File: config.mk
export PLATFORM = sky130hd
export DESIGN_NAME = fswd_top
export DESIGN_NICKNAME = d
export VERILOG_FILES = /design/src/fswd_pkg.sv /design/src/fswd_sync.sv /design/src/fswd_osc_monitor.sv /design/src/fswd_top.sv
export VERILOG_INCLUDE_DIRS = /design/src /design/src/src
export SDC_FILE = /design/constraint.sdc
export NUM_CORES = 1
export LEC_CHECK = 0
export ABC_AREA = 0
export BUFFER_PORTS_ARGS = -buffer_cell sky130_fd_sc_hd__buf_2
export CAP_MARGIN = 0
export CORE_UTILIZATION = 59
export DETAILED_ROUTE_END_ITERATION = 10
export PLACE_DENSITY = 0.85
export SYNTH_ARGS = -nofsm -noshare
export SYNTH_HDL_FRONTEND = slang
export SYNTH_HIERARCHICAL = 1
export SYNTH_SLANG_ARGS = --single-unit
export TNS_END_PERCENT = 100
File: constraint.sdc
create_clock -name clk -period 8.3 [get_ports clk]
set_clock_uncertainty 0.1 [all_clocks]
set_input_delay 1.66 -clock clk [delete_from_list [all_inputs] [get_ports clk]]
set_output_delay 1.66 -clock clk [all_outputs]
set_load 0.02 [all_outputs]
File: src/fswd_cfg.svh
// Constants of the fail-safe watchdog and power mode controller.
`ifndef FSWD_CFG_SVH
`define FSWD_CFG_SVH
`define FSWD_ADDR_W          4
`define FSWD_OFF_CTRL        4'h0
`define FSWD_OFF_RELOAD      4'h4
`define FSWD_OFF_POWER       4'h8
`define FSWD_OFF_STATUS      4'hC
`define FSWD_REL_SLOW        7
`define FSWD_RELOAD_RST      8'h00
`define FSWD_WD_W            15
`define FSWD_WD_TRIP         15'h7FFC
`define FSWD_PRE_FAST        5'h01
`define FSWD_PRE_SLOW        5'h1F
`define FSWD_HOLD_FAST       8'h08
`define FSWD_HOLD_SLOW       8'h80
`define FSWD_RC_RATIO        3'h5
`define FSWD_CLK_PERIOD_NS   10
`define FSWD_FINAL_PHASE_NS  1000000
`endif

File: src/fswd_pkg.sv
// Types shared by the fail-safe watchdog and power mode controller.
package fswd_pkg;

  typedef enum logic [1:0] {
    WD_STOPPED = 2'b00,
    WD_COUNT   = 2'b01,
    WD_HOLD    = 2'b10
  } fswd_wd_e;

  typedef enum logic [1:0] {
    PM_ACTIVE = 2'b00,
    PM_IDLE   = 2'b01,
    PM_DOWN   = 2'b10
  } fswd_pm_e;

  typedef struct packed {
    logic [27:0] rsvd;
    logic        oscFlag;
    logic        wdFlag;
    logic        start;
    logic        refresh;
  } fswd_ctrl_s;

  typedef struct packed {
    logic [24:0] rsvd;
    logic        downConfirm;
    logic        sleepConfirm;
    logic [2:0]  rsvd2;
    logic        downRequest;
    logic        idleRequest;
  } fswd_power_s;

  typedef struct packed {
    logic [10:0] rsvd;
    logic        oscReset;
    logic        powerDown;
    logic        idle;
    logic        hold;
    logic        run;
    logic        pad;
    logic [14:0] count;
  } fswd_status_s;

endpackage

File: src/fswd_sync.sv
// Two flip-flop synchroniser for one level from outside the clock domain.
`timescale 1ns/10ps
module fswd_sync
(
  input  wire logic clk,
  input  wire logic rstn,
  input  wire logic din,
  output logic      dout
);

  logic firstStage_reg;

  always_ff @(posedge clk)
  begin
    if (!rstn)
    begin
      firstStage_reg <= 1'b0;
      dout           <= 1'b0;
    end
    else
    begin
      firstStage_reg <= din;
      dout           <= firstStage_reg;
    end
  end

endmodule // fswd_sync

File: src/fswd_osc_monitor.sv
// Oscillator monitor: compares the main oscillator against the RC reference.
`timescale 1ns/10ps
`include "fswd_cfg.svh"
module fswd_osc_monitor
  import fswd_pkg::*;
#(
  parameter int FINAL_CYCLES = 100000
)
(
  input  wire logic clk,
  input  wire logic rstn,
  input  wire logic oscPin,
  input  wire logic rcPin,
  input  wire logic freeze,
  output logic      clkSelRc,
  output logic      oscReset,
  output logic      mainClkDiv2
);

  localparam int CW = $clog2(FINAL_CYCLES + 1);
  localparam logic [CW-1:0] FINAL_LOAD = CW'(FINAL_CYCLES);

  logic          oscSync;
  logic          rcSync;
  logic          oscPrev_reg;
  logic          rcPrev_reg;
  logic [2:0]    rcCount_reg;
  logic [CW-1:0] final_reg;
  logic          oscRise;
  logic          rcRise;
  logic          failNext;
  logic [CW-1:0] finalNext;
  logic [2:0]    rcCountNext;

  fswd_sync oscSyncInst (.clk(clk), .rstn(rstn), .din(oscPin), .dout(oscSync));
  fswd_sync rcSyncInst  (.clk(clk), .rstn(rstn), .din(rcPin),  .dout(rcSync));

  assign oscRise = oscSync & ~oscPrev_reg & ~freeze;
  assign rcRise  = rcSync & ~rcPrev_reg & ~freeze;

  // slow oscillator detect
  assign rcCountNext = oscRise ? 3'h0 :
                       (rcRise && rcCount_reg != `FSWD_RC_RATIO) ? rcCount_reg + 3'h1 :
                       rcCount_reg;
  assign failNext    = (rcCountNext == `FSWD_RC_RATIO);
  // final reset phase
  assign finalNext   = failNext ? FINAL_LOAD :
                       (final_reg != '0 && !freeze) ? final_reg - CW'(1) : final_reg;

  always_ff @(posedge clk)
  begin
    if (!rstn)
    begin
      oscPrev_reg <= 1'b0;
      rcPrev_reg  <= 1'b0;
      rcCount_reg <= 3'h0;
      final_reg   <= '0;
      clkSelRc    <= 1'b0;
      oscReset    <= 1'b0;
      mainClkDiv2 <= 1'b0;
    end
    else
    begin
      oscPrev_reg <= oscSync;
      rcPrev_reg  <= rcSync;
      rcCount_reg <= rcCountNext;
      final_reg   <= finalNext;
      // switch to RC and reset
      clkSelRc    <= failNext;
      oscReset    <= failNext | (finalNext != '0);
      // main oscillator halved
      if (oscRise && !failNext)
      begin
        mainClkDiv2 <= ~mainClkDiv2;
      end
    end
  end

endmodule // fswd_osc_monitor

File: src/fswd_top.sv
// Software watchdog, oscillator monitor and power mode control with an APB slave.
//
// Overview of operation
// Fifteen-bit up-counter stepped at machine rate over two or thirty-two.
// Once started the watchdog cannot be stopped by software.
// Count freezes in idle, power-down or oscillator monitor reset.
// Refresh needs refresh bit then start bit in the very next write.
// A valid refresh reloads the counter from the reload value.
// Counter reaching 7FFCH raises the internal watchdog reset.
// Watchdog reset lasts 8 cycles fast, 128 cycles slow.
// After watchdog reset the watchdog keeps running and its flag sets.
// External hardware reset clears the watchdog reset flag.
// Software clears the watchdog reset flag by writing zero.
// The oscillator monitor is always on with no disable.
// Oscillator below RC over five selects RC clock and resets.
// Oscillator monitor reset keeps watchdog flag and sets its own flag.
// Oscillator above RC over five clocks system from oscillator over two.
// After failure clears reset stays on for about one millisecond.
// Idle and power-down together give power-down.
// Idle needs idle bit then confirm bit; CPU gated, peripherals run.
// Idle ends on an enabled interrupt or a hardware reset.
// Power-down needs request then confirm; oscillators stop; reset ends it.
// Outside reset ending power-down is held until the oscillator settles; here rstn ends power-down at once with no settle wait.
`timescale 1ns/10ps
`include "fswd_cfg.svh"
module fswd_top
  import fswd_pkg::*;
#(
  parameter int FINAL_CYCLES = (`FSWD_FINAL_PHASE_NS + `FSWD_CLK_PERIOD_NS - 1) /
                               `FSWD_CLK_PERIOD_NS
)
(
  input  wire logic        clk,
  input  wire logic        rstn,
  input  wire logic        psel,
  input  wire logic        penable,
  input  wire logic        pwrite,
  input  wire logic [31:0] paddr,
  input  wire logic [31:0] pwdata,
  output logic [31:0]      prdata,
  output logic             pready,
  output logic             pslverr,
  input  wire logic        cycleTick,
  input  wire logic        irqPending,
  input  wire logic        oscPin,
  input  wire logic        rcPin,
  output logic             sysResetOut,
  output logic             cpuGateOff,
  output logic             oscStop,
  output logic             clkSelRc,
  output logic             mainClkDiv2
);

  fswd_wd_e               wdState_reg;
  fswd_wd_e               wdState_next;
  fswd_pm_e               pmState_reg;
  fswd_pm_e               pmState_next;
  logic [`FSWD_WD_W-1:0]  count_reg;
  logic [`FSWD_WD_W-1:0]  count_next;
  logic [4:0]             pre_reg;
  logic [4:0]             pre_next;
  logic [7:0]             hold_reg;
  logic [7:0]             hold_next;
  logic [7:0]             reload_reg;
  logic                   wdFlag_reg;
  logic                   oscFlag_reg;
  logic                   refreshArm_reg;
  logic                   idleArm_reg;
  logic                   downArm_reg;
  logic                   oscReset;
  logic                   wdHold;
  logic                   freeze;
  logic                   slow;
  logic                   preLimit;
  logic                   step;
  logic                   tripHit;
  logic                   holdDone;
  logic                   setupPhase;
  logic                   wrAccess;
  logic                   wrCtrl;
  logic                   wrReload;
  logic                   wrPower;
  logic                   mapped;
  logic                   refreshValid;
  logic                   enterIdle;
  logic                   enterDown;
  logic                   internalReset;
  logic [`FSWD_WD_W-1:0]  reloadValue;
  logic [31:0]            readWord;
  fswd_ctrl_s             ctrlIn;
  fswd_power_s            powerIn;
  fswd_ctrl_s             ctrlOut;
  fswd_power_s            powerOut;
  fswd_status_s           statusOut;

  // monitor has no enable
  fswd_osc_monitor #(
    .FINAL_CYCLES (FINAL_CYCLES)
  ) oscMonInst (
    .clk         (clk),
    .rstn        (rstn),
    .oscPin      (oscPin),
    .rcPin       (rcPin),
    .freeze      (oscStop),
    .clkSelRc    (clkSelRc),
    .oscReset    (oscReset),
    .mainClkDiv2 (mainClkDiv2)
  );

  // APB decode. The slave never inserts wait states; read data is caught in setup.
  assign pready     = 1'b1;
  assign setupPhase = psel & ~penable;
  assign wrAccess   = psel & penable & pwrite;
  assign mapped     = (paddr[31:`FSWD_ADDR_W] == '0) && (paddr[1:0] == 2'b00);
  assign wrCtrl     = wrAccess && mapped && (paddr[`FSWD_ADDR_W-1:0] == `FSWD_OFF_CTRL);
  assign wrReload   = wrAccess && mapped && (paddr[`FSWD_ADDR_W-1:0] == `FSWD_OFF_RELOAD);
  assign wrPower    = wrAccess && mapped && (paddr[`FSWD_ADDR_W-1:0] == `FSWD_OFF_POWER);
  assign ctrlIn     = fswd_ctrl_s'(pwdata);
  assign powerIn    = fswd_power_s'(pwdata);

  // refresh pair check
  assign refreshValid = wrCtrl & ctrlIn.start & refreshArm_reg;
  // idle pair check
  assign enterIdle    = wrPower & powerIn.sleepConfirm & idleArm_reg;
  // power-down pair check
  assign enterDown    = wrPower & powerIn.downConfirm & downArm_reg;

  // prescaler of two or thirty-two
  assign slow     = reload_reg[`FSWD_REL_SLOW];
  assign preLimit = slow ? (pre_reg == `FSWD_PRE_SLOW) : (pre_reg == `FSWD_PRE_FAST);
  // freeze conditions
  assign freeze   = (pmState_reg != PM_ACTIVE) | oscReset;
  assign step     = (wdState_reg == WD_COUNT) & cycleTick & ~freeze & preLimit;
  assign tripHit  = step & (count_reg + 15'h0001 == `FSWD_WD_TRIP);
  assign holdDone = (wdState_reg == WD_HOLD) & cycleTick & (hold_reg == 8'h01);
  assign wdHold   = (wdState_reg == WD_HOLD);

  // reload value layout
  assign reloadValue = {reload_reg[6:0], 8'h00};

  always_comb
  begin
    wdState_next = wdState_reg;
    count_next   = count_reg;
    pre_next     = pre_reg;
    hold_next    = hold_reg;
    unique case (wdState_reg)
      WD_STOPPED:
      begin
        if (wrCtrl && ctrlIn.start)
        begin
          wdState_next = WD_COUNT;
          count_next   = reloadValue;
          pre_next     = 5'h00;
        end
      end
      WD_COUNT:
      begin
        if (refreshValid)
        begin
          // reload on refresh
          count_next = reloadValue;
          pre_next   = 5'h00;
        end
        else if (tripHit)
        begin
          // trip at threshold
          wdState_next = WD_HOLD;
          count_next   = `FSWD_WD_TRIP;
          // hold length by prescaler
          hold_next    = slow ? `FSWD_HOLD_SLOW : `FSWD_HOLD_FAST;
        end
        else if (cycleTick && !freeze)
        begin
          // up-count by prescaler
          pre_next = preLimit ? 5'h00 : pre_reg + 5'h01;
          if (step)
          begin
            count_next = count_reg + 15'h0001;
          end
        end
      end
      WD_HOLD:
      begin
        if (holdDone)
        begin
          // resume counting after reset
          wdState_next = WD_COUNT;
          count_next   = reloadValue;
          pre_next     = 5'h00;
        end
        else if (cycleTick)
        begin
          hold_next = hold_reg - 8'h01;
        end
      end
      default:
      begin
        wdState_next = WD_STOPPED;
      end
    endcase
  end

  assign internalReset = wdHold | oscReset;

  always_comb
  begin
    pmState_next = pmState_reg;
    unique case (pmState_reg)
      PM_ACTIVE:
      begin
        // power-down takes precedence
        if (enterDown)
        begin
          pmState_next = PM_DOWN;
        end
        else if (enterIdle)
        begin
          pmState_next = PM_IDLE;
        end
      end
      PM_IDLE:
      begin
        // idle wake sources
        if (irqPending || internalReset)
        begin
          pmState_next = PM_ACTIVE;
        end
        else if (enterDown)
        begin
          pmState_next = PM_DOWN;
        end
      end
      PM_DOWN:
      begin
        // only hardware reset leaves
        pmState_next = PM_DOWN;
      end
      default:
      begin
        pmState_next = PM_ACTIVE;
      end
    endcase
  end

  always_ff @(posedge clk)
  begin
    if (!rstn)
    begin
      wdState_reg <= WD_STOPPED;
      pmState_reg <= PM_ACTIVE;
      count_reg   <= '0;
      pre_reg     <= 5'h00;
      hold_reg    <= 8'h00;
    end
    else
    begin
      // no path back to stopped
      wdState_reg <= wdState_next;
      pmState_reg <= pmState_next;
      count_reg   <= count_next;
      pre_reg     <= pre_next;
      hold_reg    <= hold_next;
    end
  end

  // Any write breaks a pending pair, so the second write must follow at once.
  always_ff @(posedge clk)
  begin
    if (!rstn)
    begin
      refreshArm_reg <= 1'b0;
      idleArm_reg    <= 1'b0;
      downArm_reg    <= 1'b0;
      reload_reg     <= `FSWD_RELOAD_RST;
    end
    else if (wrAccess)
    begin
      // arm on refresh bit
      refreshArm_reg <= wrCtrl & ctrlIn.refresh;
      idleArm_reg    <= wrPower & powerIn.idleRequest;
      downArm_reg    <= wrPower & powerIn.downRequest;
      if (wrReload)
      begin
        reload_reg <= pwdata[7:0];
      end
    end
  end

  // Flags are cleared by the external reset pin, the watchdog flag also by software, never by internal resets.
  always_ff @(posedge clk)
  begin
    if (!rstn)
    begin
      // external reset clears flag
      wdFlag_reg  <= 1'b0;
      oscFlag_reg <= 1'b0;
    end
    else
    begin
      // set wins over clear
      // software clear by zero
      if (wdState_next == WD_HOLD && wdState_reg == WD_COUNT)
      begin
        wdFlag_reg <= 1'b1;
      end
      else if (wrCtrl && !ctrlIn.wdFlag)
      begin
        wdFlag_reg <= 1'b0;
      end
      // monitor reset sets own flag
      if (oscReset)
      begin
        oscFlag_reg <= 1'b1;
      end
    end
  end

  assign ctrlOut   = '{rsvd: '0, oscFlag: oscFlag_reg, wdFlag: wdFlag_reg,
                       start: (wdState_reg != WD_STOPPED), refresh: refreshArm_reg};
  assign powerOut  = '{rsvd: '0, downConfirm: (pmState_reg == PM_DOWN),
                       sleepConfirm: (pmState_reg == PM_IDLE), rsvd2: '0,
                       downRequest: downArm_reg, idleRequest: idleArm_reg};
  assign statusOut = '{rsvd: '0, oscReset: oscReset, powerDown: (pmState_reg == PM_DOWN),
                       idle: (pmState_reg == PM_IDLE), hold: wdHold,
                       run: (wdState_reg == WD_COUNT), pad: 1'b0, count: count_reg};

  assign readWord = !mapped ? 32'h0000_0000 :
                    (paddr[`FSWD_ADDR_W-1:0] == `FSWD_OFF_CTRL)   ? 32'(ctrlOut) :
                    (paddr[`FSWD_ADDR_W-1:0] == `FSWD_OFF_RELOAD) ? {24'h000000, reload_reg} :
                    (paddr[`FSWD_ADDR_W-1:0] == `FSWD_OFF_POWER)  ? 32'(powerOut) :
                    32'(statusOut);

  always_ff @(posedge clk)
  begin
    if (!rstn)
    begin
      prdata      <= 32'h0000_0000;
      pslverr     <= 1'b0;
      sysResetOut <= 1'b0;
      cpuGateOff  <= 1'b0;
      oscStop     <= 1'b0;
    end
    else
    begin
      if (setupPhase)
      begin
        prdata  <= readWord;
        pslverr <= ~mapped;
      end
      // internal reset from either source
      sysResetOut <= wdHold | oscReset;
      // CPU gated in idle and power-down
      cpuGateOff  <= (pmState_next != PM_ACTIVE);
      // oscillators stopped in power-down
      oscStop     <= (pmState_next == PM_DOWN);
    end
  end

endmodule // fswd_top

Yosys cells after proc, flatten, opt, wreduce, memory -nomap -nowiden
Index checks and enable logic that the tools add are counted.
{"block": "op_classes", "addsub": 5, "n_eq_ne": 24, "muxes": 41, "n_bitwise": 32, "reduce_logical": 34}
{"cell": "$mux 15", "n": 6}
{"cell": "$mux 21", "n": 4}
{"cell": "$pmux 15 s3", "n": 1}
{"cell": "$mux 8", "n": 5}
{"cell": "$mux 17", "n": 2}
{"cell": "$reduce_bool 17->1", "n": 2}
{"cell": "$mux 5", "n": 6}
{"cell": "$logic_not 28->1", "n": 1}
{"cell": "$and 1x1->1", "n": 22}
{"cell": "$sub 17x1->17 const B", "n": 1}
{"cell": "$mux 2", "n": 8}
{"cell": "$pmux 8 s2", "n": 1}
{"cell": "$add 15x1->15 const B", "n": 1}
{"cell": "$eq 15x15->1 const B", "n": 1}
{"cell": "$pmux 5 s3", "n": 1}
{"cell": "$reduce_and 5->1", "n": 3}
{"cell": "$logic_and 1x1->1", "n": 12}
{"cell": "$pmux 2 s3", "n": 2}
{"cell": "$ne 2x2->1 const B", "n": 5}
{"cell": "$reduce_bool 2->1", "n": 5}
{"cell": "$eq 2x2->1 const B", "n": 4}
{"cell": "$eq 8x1->1 const B", "n": 1}
{"cell": "$sub 8x1->8 const B", "n": 1}
{"cell": "$not 1->1", "n": 7}
{"cell": "22 further kinds", "n": 34}
{"block": "totals", "register_bits": 110, "out_inout_bits": 39, "wordCells": 163}

Logic depth before layout (Yosys ltp)
Gate-level depths: netlist (run 1).
{"block": "depth", "depth_word": 12, "ltp_mapped": 10, "mapped_depth_nobuf": 8}

Modules after synthesis
The synthesis (run 1) kept the hierarchy.
{"module": "fswd_top", "n_inst": 1, "cells_each": 480, "area_per_inst_um2": 3812.4, "seq_area_each_um2": 1381.3}
{"module": "fswd_osc_monitor", "n_inst": 1, "cells_each": 144, "area_per_inst_um2": 1291.2, "seq_area_each_um2": 500.5}
{"module": "fswd_sync", "n_inst": 2, "cells_each": 4, "area_per_inst_um2": 52.6, "seq_area_each_um2": 40.0}

Least setup slack after synthesis (run 1)
Ideal clock, no wire load.
{"block": "synth_timing", "path_kind": "input-to-reg", "start": "input port paddr[2]", "end": "register pre_reg[2]", "arrival_time_ns": 3.440, "required_time_ns": 8.068, "slack_ns": 4.628, "cell_stages": 9, "path_buffers": 3, "cell_sequence": "clkbuf_1 > nor4_1 > nand4_1 > o31ai_1 > clkbuf_1 > clkbuf_1 > nor2_1 > a32oi_1 > a21oi_1"}
{"block": "synth_via", "elab_chain_cells": 6, "word_cells_on_any_way": 11, "cone_classes": "eq/ne (3); mux (2); bitwise (2); reduce/logical (4)"}
{"item": "start, declared", "line_no": "fswd_top.sv:38", "source": "input wire logic [31:0] paddr,"}
{"item": "$logic_not 4->1 (no source line) *"}
{"item": "$logic_and 1x1->1 *", "line_no": "fswd_top.sv:115", "source": "assign wrCtrl = wrAccess && mapped && (paddr[`FSWD_ADDR_W-1:0] == `FSWD_OFF_CTRL);"}
{"item": "$and 1x1->1 (2 in a row)", "line_no": "fswd_top.sv:122", "source": "assign refreshValid = wrCtrl & ctrlIn.start & refreshArm_reg;"}
{"item": "$ne 3x2->1 (no source line) (tied with other cells)"}
{"item": "$reduce_and 5->1 (no source line) / $pmux 5 s3 (equally long branches)"}
{"item": "end signal, assigned", "line_no": "fswd_top.sv:262", "source": "pre_reg <= pre_next;"}
{"item": "end, declared", "line_no": "fswd_top.sv:60", "source": "logic [4:0] pre_reg;"}
Mark *: on every way between the ends. The rest lies on a longest branch, timed or not.
A chain may end at the register's enable or synchronous reset.

Worst setup path in the final report (run 1)
{"block": "layout_timing", "start": "input port paddr[1]", "end": "register count_reg[8]"}
{"block": "layout_via", "elab_chain_cells": 8, "word_cells_on_any_way": 14, "cone_classes": "eq/ne (3); mux (2); bitwise (2); reduce/logical (7)"}
{"item": "$logic_not 2->1", "line_no": "fswd_top.sv:114", "source": "assign mapped = (paddr[31:`FSWD_ADDR_W] == '0) && (paddr[1:0] == 2'b00);"}
{"item": "$logic_and 1x1->1", "line_no": "fswd_top.sv:114"}
{"item": "$logic_and 1x1->1", "line_no": "fswd_top.sv:115"}
{"item": "$logic_and 1x1->1 *", "line_no": "fswd_top.sv:115"}
{"item": "$and 1x1->1 (2 in a row)", "line_no": "fswd_top.sv:122"}
{"item": "$ne 4x3->1 (no source line) (tied with other cells)"}
{"item": "$reduce_and 5->1 (no source line) / $pmux 15 s3 (equally long branches)"}
{"item": "end signal, assigned", "line_no": "fswd_top.sv:261", "source": "count_reg <= count_next;"}
{"item": "end, declared", "line_no": "fswd_top.sv:58", "source": "logic [`FSWD_WD_W-1:0] count_reg;"}
Marks and branches as above.

==> results.cfg, run 1 <==
[timing]
finalHoldViolations = 0
setup_viol = 0
worst_slack_ps = 4290
slew_violations = 0
worst_pin_slew_ps = 1060
rsz0062_at_grt = no
slew_headroom_pct = 29.6
clock.fmax_mhz = 249
tns_ps = 0
fin_crit_ps = 4010
fin_crit_sh_pct = 48.3

[setup_path]
r2r_start = count_reg[0]
crit_arrival_ps = 4180
ff2ff_path_depth = 7
critPathSlowestCell = nor2_1
worstPathMaxFanout = 10
slowest_delay_ps = 490
path_class = input pin to flop
crit_chain = buf_2 > nor2_1 > nand4_1 > nor2_1 > a41oi_2 > a21oi_2 > o22ai_1 > nor4_1
critical_path.startpoint_type = input pin
worst_ep_required_time_ps = 8470
end_kind = flop
reg2reg_slack_ps = 5290
timing.rr.end = pre_reg[3]
crit_top_cell = nor2_1

[finish]
final_nets = 770
largest_reg_flops = 20
multi_input_area_um2 = 3020
antenna_cells = 0
instances_no_fill = 798
fillers = 671
area_delta_synth_final_pct = 10.3
final-seq-area_um2 = 1960
layout-drive-gt1-share_pct = 17.9
final_cell_area_um2 = 5750

[clock_network]
numClockSinks = 98
cts_root_buf = clkbuf_8
clk_latency_ps = 370
post_cts_buffers = 0
clockBufferDepth = 2
cts_resized = 0
ctsHoldBuffers = 0
clk_pin_slew_ps = 100
cts_made_buffers = 9
cts.htree.levels = 3
cts_tree = built

[global_route]
track_usage_pct = 30.3
grt_max_degree = 55
grt_antenna_before_repair = 0
grt_pass1_vias = 4526
grt_pass1_wl_um = 21300
overflow = 0

[power]
seq_power_share_pct = 44.4
pwr-share-clk_pct = 26.0
p_switching_uw = 416
p_int_uw = 810
leakage_nw = 2.20
peakVddDrop_mv = 0.195
cellPowerDensity_nw_per_um2 = 213
comb_power_share_pct = 29.6
p_sw_share_pct = 33.9

[detailed_routing]
drc_errors = 0
drt-wirelength-per-cell_um = 16.6
drt_iter0_markers = 568
viasPerCell = 6.36
detailroute.via_count = 5072
ant_nets = 0
wl_um = 13300
dr.pass1.iters = 5

[place]
gp_congestion = 0.940
io_buffers = 74
place_ws_ps = 4030
dp_hpwl_um = 9650
placed_area_um2 = 5550
dp_cells = 782

[yosys]
synthMostInstantiatedCell = nor2_1
synth_ff_type = dfxtp_1
yosysUniqueCellTypes = 78
synth_edf_count = 0
yosys-top-cells-area = dfxtp_1 38%, nor2_1 7.6%, a21oi_1 3.7%
synth_top_area_share_pct = 37.7
synthTopCellsByCount = 106 x nor2_1, 98 x dfxtp_1, 42 x nand2_1
netlist_area_um2 = 5210
ys_seq_area_share_pct = 37.7
syn_area_per_cell_um2 = 8.24
yosysWarningCount = 6
yosys.area.top_type = dfxtp_1
async_reset_ff_share_pct = 0
synth_seq_cells = 98
syn_inst = 632

[hold_path]
min_path_cells = 1
hold-path-endpoint = oscMonInst/rcSyncInst/dout
min-delay-start = oscMonInst/rcSyncInst/firstStage_reg
hp-class = flop to flop

[run]
cap_viol_max_count = 0

[die]
io_pins = 112
die_h_um = 96.0
core-area_um2 = 8380
num_rows = 33
die_area_um2 = 9210
die_x_um = 96.0
start_util_pct = 62.1

[run_status]
outcome = finished clean
## cells by family after synthesis
| logic type | share of synthesized area, % |
|---|---|
| simple gates | 28.7 |
| xor+xnor | 3.87 |
| mux | 3.94 |
| buf+inv | 5.33 |
| flops | 37.7 |
| other cells | 0.144 |
| fa+ha+maj | 2.16 |
| compound gates | 18.2 |
## final cells by class
type                            count  area share, %
Tap cell                          105           2.29
Timing Repair Buffer               76           6.71
Clock buffer                       10           2.22
Inverter                           14          0.914
Clock inverter                      6           1.26
Sequential cell                    98           34.1
Multi-Input combinational cell    489           52.5
## critical path, delay by kind of cell
| kind | cells | cell delay (ps) |
|---|---|---|
| AO/OA/AOI/OAI | 3 | 970 |
| buffers and inverters | 1 | 130 |
| AND/OR/NAND/NOR | 4 | 1430 |
## cells in the final DEF (no fill, tap or decap), drive strengths merged, types with 5 or more instances in the layout
master    n
a21oi    41
a22oi    15
a31oi     8
and2      9
and3      5
buf      76
clkbuf   10
conb     13
dfxtp    98
ha        9
inv      16
mux2      6
mux2i    13
nand2    44
nand2b    9
nand3    23
nand4    10
nor2    107
nor2b     6
nor3     21
nor4     20
o21ai    13
o22ai     5
o31ai     6
or2       5
or3       5
or4       6
xnor2    16
xor2      7
## metrics by stage
step	total power, mW	hold WS (ps)	util [%]
after CTS	1.22	348	68.6
after floorplan	0.838	306	-
after global placement	0.894	313	66.2
after global routing	1.29	365	68.6
after detailed placement	0.908	325	66.2
final	1.23	347	68.6
## power by group through the flow
stage	registers, mW	logic [mW]	clock network (mW)
5_1_grt	0.548	0.398	0.342
6_report	0.544	0.363	0.319
3_3_place_gp	0.551	0.343	0
2_1_floorplan	0.545	0.293	0
4_1_cts	0.543	0.360	0.318
3_5_place_dp	0.553	0.355	0
## how the worst max path moves through the flow
stage	startpoint	endpoint	slack, ps	depth (start not counted)
4_1_cts	paddr[1]	count_reg[8]	4410	8
6_report	paddr[1]	count_reg[8]	4290	8
3_3_place_gp	paddr[1]	count_reg[8]	4070	8
5_1_grt	paddr[1]	count_reg[8]	4060	8
2_1_floorplan	paddr[2]	pre_reg[2]	4630	9
3_5_place_dp	paddr[1]	count_reg[8]	4030	8
## layer usage
metal / up-vias / wire length (um) / GRT usage (%)
met5: - / 0 / 0
met4: 0 / 309 / 12.4
met3: 30 / 1230 / 6.16
met2: 282 / 5960 / 47.8
met1: 2366 / 5770 / 40.3
li1: 2394 / - / -
Power figures use the tool's default switching activity.
==> run 2, diff against run 1 <==
--- a/config.mk
+++ b/config.mk
@@ -6,12 +6,12 @@
 export SDC_FILE = /design/constraint.sdc
 export NUM_CORES = 1
 export LEC_CHECK = 0
-export ABC_AREA = 0
+export ABC_AREA = 1
 export BUFFER_PORTS_ARGS = -buffer_cell sky130_fd_sc_hd__buf_2
 export CAP_MARGIN = 0
-export CORE_UTILIZATION = 59
+export CORE_UTILIZATION = 51
 export DETAILED_ROUTE_END_ITERATION = 10
-export PLACE_DENSITY = 0.85
+export PLACE_DENSITY = 0.77
 export SYNTH_ARGS = -nofsm -noshare
 export SYNTH_HDL_FRONTEND = slang
 export SYNTH_HIERARCHICAL = 1
==> constraint.sdc (replaced) <==
create_clock -name clk -period 3.45 [get_ports clk]
set_clock_uncertainty 0.1 [all_clocks]
set_input_delay 0.69 -clock clk [delete_from_list [all_inputs] [get_ports clk]]
set_output_delay 0.69 -clock clk [all_outputs]
set_load 0.02 [all_outputs]
==> results.cfg, run 2 <==
[detailed_routing]
detailroute.via_count = 5691
ant_nets = 0
dr.pass1.iters = 6
top_layer = met4
met2WireLength_um = 6580
drc_errors = 0
wl_um = 14000
drt_iter0_markers = 373
wl_met3_um = 637
m1WireLength_um = 6480
drt-wirelength-per-cell_um = 12.5
viasPerCell = 5.05

[die]
die_x_um = 109
core-area_um2 = 11000
io_pins = 112
die_area_um2 = 11900
num_rows = 38
die_h_um = 109
start_util_pct = 53.2

[setup_path]
path_class = flop to flop
reg2reg_slack_ps = 860
end_kind = flop
critPathSlowestCell = dfxtp_1
crit_chain = ha_1 > nand3_2 > inv_2 > nand3_1 > nand2_1 > nand2_1 > nor2_1 > nand2_1 > nor2_4 > nand3_2 > nand2_2 > o21a_1 > nor2_1
ff2ff_path_depth = 13
timing.rr.end = hold_reg[1]
crit_family = simple AND/OR/NAND/NOR gates
crit_arrival_ps = 2740
worst_ep_required_time_ps = 3600
worstPathMaxFanout = 11
slowest_delay_ps = 490
crit_top_cell = nand2_1
path_buf_inv = 1
critical_path.startpoint_type = flop
r2r_start = count_reg[0]

[hold_path]
hold-path-endpoint = oscMonInst/oscSyncInst/dout
min-delay-start = oscMonInst/oscSyncInst/firstStage_reg
hp-class = flop to flop
min_path_cells = 2

[run_status]
outcome = finished clean

[finish]
final_cell_area_um2 = 6560
final_common_cell = nand2_1
largest_reg_flops = 20
area_delta_synth_final_pct = 11.8
layout_common_cells = 279 x nand2_1, 136 x nor2_1, 108 x inv_1
final_nets = 1063
utilization_pct = 59.4
antenna_cells = 0
layout-drive-gt1-share_pct = 14.7

[global_route]
track_usage_pct = 24.9
grt_antenna_before_repair = 0
grt_pass1_vias = 5224
grt_max_degree = 25
grt_pass1_wl_um = 23300
overflow = 0

[yosys]
yosysWarningCount = 6
synth_ff_type = dfxtp_1
yosys-top-cells-area = dfxtp_1 33%, nand2_1 18%, nor2_1 8.7%
async_reset_ff_share_pct = 0
synthMostInstantiatedCell = nand2_1
synth_top_area_share_pct = 33.5
yosysUniqueCellTypes = 41
netlist_area_um2 = 5860
ys_seq_area_share_pct = 33.5
syn_inst = 913
yosys.area.top_type = dfxtp_1
syn_area_per_cell_um2 = 6.42
synthTopCellsByCount = 279 x nand2_1, 136 x nor2_1, 108 x inv_1
synth_seq_cells = 98
synth_edf_count = 0

[clock_network]
clk_pin_slew_ps = 70
cts_tree = built
clockBufferDepth = 2
cts_made_buffers = 9
numClockSinks = 98
ctsHoldBuffers = 0
cts_root_buf = clkbuf_16
clk_latency_ps = 350
post_cts_buffers = 0
cts.htree.levels = 3
cts_resized = 0

[timing]
fin_crit_sh_pct = 75.1
worst_pin_slew_ps = 609
slew_headroom_pct = 59.3
rsz0062_at_grt = no
slew_violations = 0
fin_crit_ps = 2590
finalHoldViolations = 0
setup_viol = 0
tns_ps = 0
clock.fmax_mhz = 386

[place]
gp_congestion = 0.860
io_buffers = 74
placed_area_um2 = 6260
dp_hpwl_um = 10700

[power]
leakage_nw = 3.19
peakVddDrop_mv = 0.442
cellPowerDensity_nw_per_um2 = 538

[run]
cap_viol_max_count = 0
run 2: cell types whose count changed after synthesis, sizes merged, moves of 9 or more:
| cell | before | now |
|---|---|---|
| inv | 14 | 117 |
| nor3 | 21 | 9 |
| a22oi | 15 | 0 |
| and2 | 9 | 0 |
| xnor2 | 16 | 4 |
| a21oi | 41 | 58 |
| o21ai | 13 | 22 |
| nor2 | 107 | 154 |
| nand2 | 44 | 290 |
| clkbuf | 20 | 10 |
| nand3 | 23 | 63 |
| nor4 | 20 | 0 |
| mux2i | 13 | 0 |
run 2: cell type report:
| type | count | area, um2 |
|---|---|---|
| repair buffers | 78 | 400 |
| well taps | 140 | 175 |
| fillers | 1089 | 4470 |
| multi-input cells | 677 | 3290 |
| flip-flops and latches | 98 | 1960 |
| clock inverters | 6 | 53.8 |
| clock buffers | 10 | 239 |
| inverters | 117 | 439 |
run 2: worst max-delay path by stage:
stage,cells past startpoint,to,slack (ps),from
after floorplan,13,pre_reg[1],1250,paddr[20]
after global placement,13,hold_reg[1],820,cycleTick
after detailed placement,11,count_reg[13],770,paddr[1]
after CTS,13,hold_reg[1],890,count_reg[0]
after global routing,13,hold_reg[2],660,count_reg[0]
final,13,hold_reg[1],860,count_reg[0]
run 2: through the flow:
| stage | power [mW] | hold slack [ps] | worst slack, ps | cells |
|---|---|---|---|---|
| floorplan | 2.32 | 286 | 1250 | 924 |
| global placement | 2.52 | 288 | 818 | 1110 |
| global route | 3.78 | 304 | 662 | 1126 |
| finish | 3.52 | 305 | 858 | 1126 |
| CTS | 3.54 | 307 | 894 | 1126 |
| detailed placement | 2.55 | 297 | 775 | 1110 |
run 2: layer usage:
layer / vias up / track usage (%)
met5: - / 0
met4: 0 / 8.86
met3: 24 / 6.10
met2: 134 / 43.5
met1: 2555 / 29.5
li1: 2978 / -
run 2: tightest hold or removal path, cell delays in order, from the launching register on:
cell	delay, ps
dfxtp_1	300
nand2_1	40
inv_1	30
run 2: where the power goes:
part           switching, mW  internal, mW
sequential            0.0994          1.22
combinational          0.788         0.430
clock                  0.465         0.524
total                   1.35          2.17
run 2: cells by family after synthesis:
group	Yosys count	synth area share (%)
fa+ha+maj	9	1.92
flops	98	33.5
compound gates	102	9.88
xor+xnor	19	2.84
other cells	2	0.128
buf+inv	149	11.2
simple gates	534	40.6
